## src/common/insn_field_pkg.sv

```systemverilog
// Shared encodings, field layouts, offsets and reset values for the field decoder.
// Assumes a single 125 MHz clock domain and an Avalon-MM register master.
package insn_field_pkg;

  localparam int unsigned CLOCK_PERIOD_NS = 8;

  // Register word offsets (byte addresses)
  localparam logic [3:0] OFF_SIB = 4'h0;
  localparam logic [3:0] OFF_IMM = 4'h4;
  localparam logic [3:0] OFF_COND = 4'h8;
  localparam logic [3:0] OFF_SPEC = 4'hC;

  // Reset values
  localparam logic [7:0] SIB_RESET = 8'h00;
  localparam logic [31:0] IMM_RESET = 32'h0000_0000;
  localparam logic [3:0] COND_RESET = 4'h0;
  localparam logic [5:0] FLAGS_RESET = 6'h00;
  localparam logic [4:0] SPEC_RESET = 5'h00;

  // Field positions in the scale-index-base byte
  localparam int unsigned SIB_SCALE_LSB = 6;
  localparam int unsigned SIB_INDEX_LSB = 3;
  localparam logic [2:0] INDEX_NONE = 3'h4;
  localparam logic [1:0] SCALE_ONE = 2'h0;

  // Immediate control field positions
  localparam int unsigned IMM_SIGN_BIT = 8;
  localparam int unsigned IMM_NARROW_BIT = 9;
  localparam int unsigned IMM_DEST_LSB = 10;

  // Flag positions in the condition register
  localparam int unsigned FLAG_LSB = 4;

  // Condition test selectors (upper three bits of the condition field)
  localparam logic [2:0] TEST_OVERFLOW = 3'h0;
  localparam logic [2:0] TEST_BELOW = 3'h1;
  localparam logic [2:0] TEST_ZERO = 3'h2;
  localparam logic [2:0] TEST_BELOW_EQ = 3'h3;
  localparam logic [2:0] TEST_SIGN = 3'h4;
  localparam logic [2:0] TEST_PARITY = 3'h5;
  localparam logic [2:0] TEST_LESS = 3'h6;
  localparam logic [2:0] TEST_LESS_EQ = 3'h7;

  typedef enum logic [1:0] {
    DEST_8,
    DEST_16,
    DEST_32
  } dest_width_e;

  typedef enum logic [1:0] {
    GROUP_CONTROL,
    GROUP_DEBUG,
    GROUP_TEST,
    GROUP_NONE
  } reg_group_e;

  typedef struct packed {
    logic carry;
    logic parity;
    logic zero;
    logic sign;
    logic overflow;
    logic spare;
  } flags_s;

  // One-hot special register select
  typedef struct packed {
    logic control_reg_zero;
    logic control_reg_two;
    logic control_reg_three;
    logic debug_reg_zero;
    logic debug_reg_one;
    logic debug_reg_two;
    logic debug_reg_three;
    logic debug_reg_six;
    logic debug_reg_seven;
    logic test_reg_six;
    logic test_reg_seven;
  } spec_sel_s;

  localparam logic [2:0] SEL_000 = 3'h0;
  localparam logic [2:0] SEL_001 = 3'h1;
  localparam logic [2:0] SEL_010 = 3'h2;
  localparam logic [2:0] SEL_011 = 3'h3;
  localparam logic [2:0] SEL_110 = 3'h6;
  localparam logic [2:0] SEL_111 = 3'h7;

endpackage

```

## src/design/insn_field_decoder.sv

```systemverilog
// Instruction field decoder with an Avalon-MM register face.
// Assumes a master on the same clock; writes and reads answer in one cycle while clk_en is high.
// Function
// [RULE1] Index code 100 adds no index register
// [RULE2] Sign bit acts only for 8-to-wide immediates
// [RULE3] Sign bit 1 extends, 0 leaves unchanged
// [RULE4] Condition low bit selects test or negation
// [RULE5] Codes 000x overflow, 001x below, 010x zero
// [RULE6] Code 0110 below-or-equal, 0111 above
// [RULE7] Codes 100x sign, 101x even parity
// [RULE8] Code 1100 less, 1101 greater-or-equal
// [RULE9] Code 1110 less-or-equal, 1111 greater
// [RULE10] Control selector: 000, 010, 011
// [RULE11] Debug selector: 000-011, 110, 111
// [RULE12] Test selector: 110, 111
// [RULE13] Software uses only defined selector codes
// [RULE14] Conditions derive from carry, parity, zero, sign, overflow
module insn_field_decoder (
  input wire logic clock,
  input wire logic srst,
  input wire logic clk_en,
  input wire logic [3:0] avs_address,
  input wire logic avs_read,
  input wire logic avs_write,
  input wire logic [31:0] avs_writedata,
  input wire logic [3:0] avs_byteenable,
  output logic [31:0] avs_readdata,
  output logic avs_waitrequest,
  output logic avs_response_err,
  output logic index_used,
  output logic addr_undefined,
  output logic [31:0] imm_operand,
  output logic cond_true,
  output insn_field_pkg::spec_sel_s spec_sel,
  output logic spec_sel_valid
);

  logic [7:0] sib_reg, sib_next;
  logic [31:0] imm_reg, imm_next;
  logic [3:0] cond_reg, cond_next;
  insn_field_pkg::flags_s flags_reg, flags_next;
  logic [4:0] spec_reg, spec_next;
  logic [31:0] rdata_reg, rdata_next;
  logic ack_reg, ack_next;
  logic err_reg, err_next;
  logic index_used_reg, index_used_next;
  logic addr_undef_reg, addr_undef_next;
  logic [31:0] operand_reg, operand_next;
  logic cond_true_reg, cond_true_next;
  insn_field_pkg::spec_sel_s sel_reg, sel_next;
  logic sel_valid_reg, sel_valid_next;

  logic [2:0] sib_index;
  logic [1:0] sib_scale;
  logic [7:0] imm_byte;
  logic imm_sign_ext;
  logic imm_narrow;
  insn_field_pkg::dest_width_e imm_dest;

  // Byte-lane merge used by the SIB and immediate registers
  function automatic logic [31:0] merge_lanes(input logic [31:0] old_val,
                                              input logic [31:0] new_val,
                                              input logic [3:0] lanes);
    logic [31:0] result;
    result = old_val;
    for (int i = 0; i < 4; i++) begin
      if (lanes[i]) begin
        result[i*8 +: 8] = new_val[i*8 +: 8];
      end
    end
    return result;
  endfunction

  // Flag evaluation of a three-bit test
  function automatic logic eval_test(input logic [2:0] test,
                                     input insn_field_pkg::flags_s f);
    logic r;
    r = 1'b0;
    case (test)
      insn_field_pkg::TEST_OVERFLOW: r = f.overflow; // RULE5
      insn_field_pkg::TEST_BELOW: r = f.carry; // RULE14
      insn_field_pkg::TEST_ZERO: r = f.zero; // RULE5
      insn_field_pkg::TEST_BELOW_EQ: r = f.carry | f.zero; // RULE6
      insn_field_pkg::TEST_SIGN: r = f.sign; // RULE7
      insn_field_pkg::TEST_PARITY: r = f.parity; // RULE7
      insn_field_pkg::TEST_LESS: r = f.sign ^ f.overflow; // RULE8
      insn_field_pkg::TEST_LESS_EQ: r = f.zero | (f.sign ^ f.overflow); // RULE9
      default: r = 1'b0;
    endcase
    return r;
  endfunction

  assign sib_index = sib_reg[insn_field_pkg::SIB_INDEX_LSB +: 3];
  assign sib_scale = sib_reg[insn_field_pkg::SIB_SCALE_LSB +: 2];
  assign imm_byte = imm_reg[7:0];
  assign imm_sign_ext = imm_reg[insn_field_pkg::IMM_SIGN_BIT];
  assign imm_narrow = imm_reg[insn_field_pkg::IMM_NARROW_BIT];
  assign imm_dest = insn_field_pkg::dest_width_e'(imm_reg[insn_field_pkg::IMM_DEST_LSB +: 2]);

  // Register bus: one-cycle answer, waitrequest high until the ack cycle
  always_comb begin
    sib_next = sib_reg;
    imm_next = imm_reg;
    cond_next = cond_reg;
    flags_next = flags_reg;
    spec_next = spec_reg;
    rdata_next = rdata_reg;
    err_next = 1'b0;
    ack_next = 1'b0;
    if ((avs_read || avs_write) && !ack_reg) begin
      ack_next = 1'b1;
      case (avs_address)
        insn_field_pkg::OFF_SIB: begin
          if (avs_write) begin
            sib_next = 8'(merge_lanes({24'h000000, sib_reg}, avs_writedata, avs_byteenable));
          end
          rdata_next = {24'h000000, sib_reg};
        end
        insn_field_pkg::OFF_IMM: begin
          if (avs_write) begin
            imm_next = merge_lanes(imm_reg, avs_writedata, avs_byteenable);
          end
          rdata_next = imm_reg;
        end
        insn_field_pkg::OFF_COND: begin
          if (avs_write && avs_byteenable[0]) begin
            cond_next = avs_writedata[3:0];
            flags_next = insn_field_pkg::flags_s'(avs_writedata[insn_field_pkg::FLAG_LSB +: 6]);
          end
          rdata_next = {22'h0, flags_reg, cond_reg};
        end
        insn_field_pkg::OFF_SPEC: begin
          if (avs_write && avs_byteenable[0]) begin
            spec_next = avs_writedata[4:0];
          end
          rdata_next = {27'h0, spec_reg};
        end
        default: begin
          err_next = 1'b1;
          rdata_next = 32'h0000_0000;
        end
      endcase
    end
  end

  always_ff @(posedge clock) begin
    if (srst) begin
      sib_reg <= insn_field_pkg::SIB_RESET;
      imm_reg <= insn_field_pkg::IMM_RESET;
      cond_reg <= insn_field_pkg::COND_RESET;
      flags_reg <= insn_field_pkg::FLAGS_RESET;
      spec_reg <= insn_field_pkg::SPEC_RESET;
      rdata_reg <= 32'h0000_0000;
      ack_reg <= 1'b0;
      err_reg <= 1'b0;
    end else if (clk_en) begin
      sib_reg <= sib_next;
      imm_reg <= imm_next;
      cond_reg <= cond_next;
      flags_reg <= flags_next;
      spec_reg <= spec_next;
      rdata_reg <= rdata_next;
      ack_reg <= ack_next;
      err_reg <= err_next;
    end
  end

  assign avs_waitrequest = (avs_read || avs_write) && !ack_reg;
  assign avs_readdata = rdata_reg;
  assign avs_response_err = err_reg;

  // Field decode, registered one cycle behind the stored fields
  always_comb begin
    // Scale with no index is left to software; only flagged, not trapped
    index_used_next = (sib_index != insn_field_pkg::INDEX_NONE); // RULE1
    addr_undef_next = !index_used_next && (sib_scale != insn_field_pkg::SCALE_ONE); // RULE1
    if (imm_narrow && imm_sign_ext && (imm_dest != insn_field_pkg::DEST_8)) begin // RULE2
      if (imm_dest == insn_field_pkg::DEST_16) begin
        operand_next = {16'h0000, {8{imm_byte[7]}}, imm_byte}; // RULE3
      end else begin
        operand_next = {{24{imm_byte[7]}}, imm_byte}; // RULE3
      end
    end else if (imm_narrow) begin
      operand_next = {24'h000000, imm_byte}; // RULE3
    end else begin
      operand_next = imm_reg; // RULE2
    end
    cond_true_next = eval_test(cond_reg[3:1], flags_reg) ^ cond_reg[0]; // RULE4
    sel_next = '0;
    sel_valid_next = 1'b1;
    // Undefined codes select nothing; software must avoid them
    case (insn_field_pkg::reg_group_e'(spec_reg[4:3]))
      insn_field_pkg::GROUP_CONTROL: begin
        case (spec_reg[2:0])
          insn_field_pkg::SEL_000: sel_next.control_reg_zero = 1'b1; // RULE10
          insn_field_pkg::SEL_010: sel_next.control_reg_two = 1'b1; // RULE10
          insn_field_pkg::SEL_011: sel_next.control_reg_three = 1'b1; // RULE10
          default: sel_valid_next = 1'b0; // RULE13
        endcase
      end
      insn_field_pkg::GROUP_DEBUG: begin
        case (spec_reg[2:0])
          insn_field_pkg::SEL_000: sel_next.debug_reg_zero = 1'b1; // RULE11
          insn_field_pkg::SEL_001: sel_next.debug_reg_one = 1'b1; // RULE11
          insn_field_pkg::SEL_010: sel_next.debug_reg_two = 1'b1; // RULE11
          insn_field_pkg::SEL_011: sel_next.debug_reg_three = 1'b1; // RULE11
          insn_field_pkg::SEL_110: sel_next.debug_reg_six = 1'b1; // RULE11
          insn_field_pkg::SEL_111: sel_next.debug_reg_seven = 1'b1; // RULE11
          default: sel_valid_next = 1'b0; // RULE13
        endcase
      end
      insn_field_pkg::GROUP_TEST: begin
        case (spec_reg[2:0])
          insn_field_pkg::SEL_110: sel_next.test_reg_six = 1'b1; // RULE12
          insn_field_pkg::SEL_111: sel_next.test_reg_seven = 1'b1; // RULE12
          default: sel_valid_next = 1'b0; // RULE13
        endcase
      end
      default: sel_valid_next = 1'b0;
    endcase
  end

  always_ff @(posedge clock) begin
    if (srst) begin
      index_used_reg <= 1'b0;
      addr_undef_reg <= 1'b0;
      operand_reg <= 32'h0000_0000;
      cond_true_reg <= 1'b0;
      sel_reg <= '0;
      sel_valid_reg <= 1'b0;
    end else if (clk_en) begin
      index_used_reg <= index_used_next;
      addr_undef_reg <= addr_undef_next;
      operand_reg <= operand_next;
      cond_true_reg <= cond_true_next;
      sel_reg <= sel_next;
      sel_valid_reg <= sel_valid_next;
    end
  end

  assign index_used = index_used_reg;
  assign addr_undefined = addr_undef_reg;
  assign imm_operand = operand_reg;
  assign cond_true = cond_true_reg;
  assign spec_sel = sel_reg;
  assign spec_sel_valid = sel_valid_reg;
endmodule

```

## config.mk

```make
export PLATFORM = sky130hd
export DESIGN_NAME = insn_field_decoder
export DESIGN_NICKNAME = d
export VERILOG_FILES = /design/src/common/insn_field_pkg.sv /design/src/design/insn_field_decoder.sv
export SDC_FILE = /design/constraint.sdc
export NUM_CORES = 1
export LEC_CHECK = 0
export ABC_CLOCK_PERIOD_IN_PS = 5000
export BUFFER_PORTS_ARGS = -buffer_cell sky130_fd_sc_hd__buf_4
export CAP_MARGIN = 40
export CORE_AREA = 2 2 104 106
export CTS_CLUSTER_DIAMETER = 40
export DETAILED_ROUTE_END_ITERATION = 16
export DIE_AREA = 0 0 106 108
export GPL_TIMING_DRIVEN = 0
export PLACE_DENSITY = 0.79
export SLEW_MARGIN = 10
export SYNTH_ARGS = -nofsm -noshare
export SYNTH_HDL_FRONTEND = slang
export SYNTH_SLANG_ARGS = --single-unit
```

## constraint.sdc

```tcl
create_clock -name clock -period 5 [get_ports clock]
set_input_delay 1.25 -clock clock [delete_from_list [all_inputs] [get_ports clock]]
set_output_delay 1.25 -clock clock [all_outputs]
set_load 0.005 [all_outputs]
```

==> results.sh <==
export IMPL_status="finished clean"
export IMPL_grt_antenna_before_repair=0
export IMPL_fin_skew_ns=0.00684
export IMPL_min_to="spec_sel_valid$_SDFFE_PP0P_"
export IMPL_hold_violations=0
export IMPL_worstReg2RegStart="imm_reg[9]$_SDFFE_PP0P_"
export IMPL_die_x_um=106
export IMPL_fmax_mhz=311
export IMPL_num_rows=37
export IMPL_grt_overflow=0
export IMPL_combinationalPowerShare_pct=6.7
export IMPL_gp_congestion=0.874
export IMPL_cts_buffer_depth=2
export IMPL_drc=0
export IMPL_pwr_density_cell_nw_per_um2=350
export IMPL_tightestPinTransition_ns=0.929
export IMPL_synth_avg_cell_area_um2=9.82
export IMPL_postCtsSetupBuffers=0
export IMPL_finalSetupTns_ns=0
export IMPL_clock_latency_ns=0.53
export IMPL_grt_pass1_vias=4723
export IMPL_cts_tree="built"
export IMPL_leakage_uw=0.00323
export IMPL_final_cells=852
export IMPL_cts_sinks=136
export IMPL_worstSetupPathType="input pin to output pin"
export IMPL_drtAntennaViolNets=0
export IMPL_drt_wirelength_per_cell_um=17.7
export IMPL_end_kind="output pin"
export IMPL_cp_start_kind="input pin"
export IMPL_yosys_cell_types_count=43
export IMPL_crit_fanout=5
export IMPL_h_tree_depth=4
export IMPL_p_switching_uw=575
export IMPL_ys_flop_type="dfxtp_1"
export IMPL_synth_top_cell_area_share_pct=49.2
export IMPL_grt_max_degree=17
export IMPL_detail_route_iter0_violations=269
export IMPL_cts_made_buffers=17
export IMPL_synthCells=563
export IMPL_wirelength_um=15100
export IMPL_synth_area_leaders="dfxtp_1 49%, mux2i_1 13%, nor2_1 8.1%, a22oi_2 4.5%, a211oi_1 3.1%"
export IMPL_cp_required_ns=3.75
export IMPL_die_h_um=108
export IMPL_crit_arrival_ns=1.97
export IMPL_reg2reg_depth=4
export IMPL_vdd_drop_max_mv=0.218
export IMPL_synth_area_leader_cell="dfxtp_1"
export IMPL_fin_crit_ns=3.22
export IMPL_power_share_sequential_pct=44.2
export IMPL_setup_viol_count_final=0
export IMPL_design_area_um2=7200
export IMPL_drive_gt1_share_pct=31.0
export IMPL_holdPathStages=2
export IMPL_synth_nets=608
export IMPL_grt_first_pass_wirelength_um=23900
export IMPL_switching_share_pct=22.8
export IMPL_holdBufCountCts=0
export IMPL_synth_edff_count=0
export IMPL_yosysSeqAreaShare_pct=49.2
export IMPL_intPower_uw=1940
export IMPL_via_per_inst=5.52
export IMPL_place_area_um2=6620
export IMPL_min_path_type="flop to flop"
export IMPL_dpl_cell_count=821
export IMPL_timing_hold_ws_ns=0.457
export IMPL_syn2layout_area_growth_pct=30.2
export IMPL_max_cap_violations=0
export IMPL_fin_crit_sh_pct=64.3
export IMPL_slew_violations=0
export IMPL_cts_root_buf="clkbuf_8"
export IMPL_core_um2=10200
export IMPL_async_reset_ff_share_pct=0
export IMPL_dr_total_vias=4707
export IMPL_ios=126
export IMPL_floorplan_initialDensity_pct=54.0
export IMPL_place_hpwl_um=10900
export IMPL_drtPass1Iterations=6
export IMPL_finalPower_uw=2520
export IMPL_io_buffers=122
export IMPL_hp_start="spec_sel_valid$_SDFFE_PP0P_"
export IMPL_die_area_um2=11400
export IMPL_r2r_setup_slack_ns=2.89
export IMPL_slew_headroom_pct=38.0
export IMPL_track_usage_pct=27.2
export IMPL_r2r_end="imm_operand[30]$_SDFFE_PP0P_"
export IMPL_layout_nets=749
export IMPL_synth_seq_cells=136
export IMPL_antenna_cells=0
export IMPL_cts_resized=0
export IMPL_path_clk_slew_ns=0.06
export IMPL_synth_area_um2=5530
export IMPL_yosysWarnings=0
export IMPL_pwr_share_clk_pct=49.1
export IMPL_grt_setup_unrepaired="no"
==> cell families after synthesis <==
| group | count (synthesis) | share of synthesized area (%) |
|---|---|---|
| AO/OA/AOI/OAI | 93 | 13.4 |
| flip-flops | 136 | 49.2 |
| XOR/XNOR | 1 | 0.158 |
| multiplexers | 73 | 13.7 |
| AND/OR/NAND/NOR | 213 | 19.2 |
| buffers and inverters | 47 | 4.28 |
==> cells in the mapped netlist, types with 3 or more instances <==
cell and count:
nor2b_1 3, nand4_1 4, or2_2 3, buf_4 8
a211oi_1 23, dfxtp_1 136, o21ai_0 10, nor2_2 20
a22oi_2 20, clkbuf_1 24, nor3_1 10, nor2_1 119
nand3_2 4, nand2_1 10, nand2b_1 24, buf_6 3
nor4_1 3, buf_2 3, a21oi_1 15, a22oi_1 14
o22ai_1 3, mux2i_1 71, inv_1 7
==> final cells by class <==
class / count / area, µm²
well taps: 136 / 170
inverters: 7 / 26.3
repair buffers: 122 / 916
clock buffers: 19 / 432
plain buffers: 40 / 210
flip-flops and latches: 136 / 2720
multi-input cells: 380 / 2570
fillers: 761 / 3030
clock inverters: 12 / 151
==> per-stage QoR <==
| step | utilization [%] | worst slack, ns |
|---|---|---|
| after detailed placement | 64.7 | 1.77 |
| after global placement | 64.7 | 1.79 |
| after global routing | 70.4 | 1.71 |
| final | 70.4 | 1.78 |
| after floorplan | - | 2.13 |
| after CTS | 70.4 | 1.77 |
==> layout by cell type (no fill, tap or decap), types with 10 or more instances in the layout <==
cell and count:
dfxtp_1 136, buf_4 130, nor2_1 119, mux2i_1 71
clkbuf_1 25, nand2b_1 24, a211oi_1 23, a22oi_2 20
nor2_2 20, clkbuf_16 16, a21oi_1 15, a22oi_1 14
nor3_1 10, nand2_1 10, o21ai_0 10
==> power by group through the flow <==
stage	Sequential (µW)	Clock [µW]	Combinational [µW]
6_report	1110	1240	169
5_1_grt	1110	1290	182
4_1_cts	1110	1240	168
3_5_place_dp	1140	0	167
3_3_place_gp	1130	0	163
2_1_floorplan	1130	0	81.6
==> worst max-delay path by stage <==
stage / start / depth (start not counted) / slack (ns) / to
3_3_place_gp: avs_read / 4 / 1.79 / avs_waitrequest
3_5_place_dp: avs_read / 4 / 1.77 / avs_waitrequest
6_report: avs_read / 4 / 1.78 / avs_waitrequest
2_1_floorplan: avs_read / 2 / 2.13 / avs_waitrequest
5_1_grt: avs_read / 4 / 1.71 / avs_waitrequest
4_1_cts: avs_read / 4 / 1.77 / avs_waitrequest
==> worst max-delay path, cell delays in order <==
cell and delay, ns:
buf_4 0.11, nor2_1 0.37, nor2_1 0.09, buf_4 0.15
==> routing by layer <==
metal	track usage (%)	up-vias	wire, µm
met4	11.0	0	369
met3	6.03	30	872
met2	47.3	186	7440
li1	-	2247	-
met1	32.8	2244	6410
met5	0	-	0
Power figures use the tool's default switching activity.
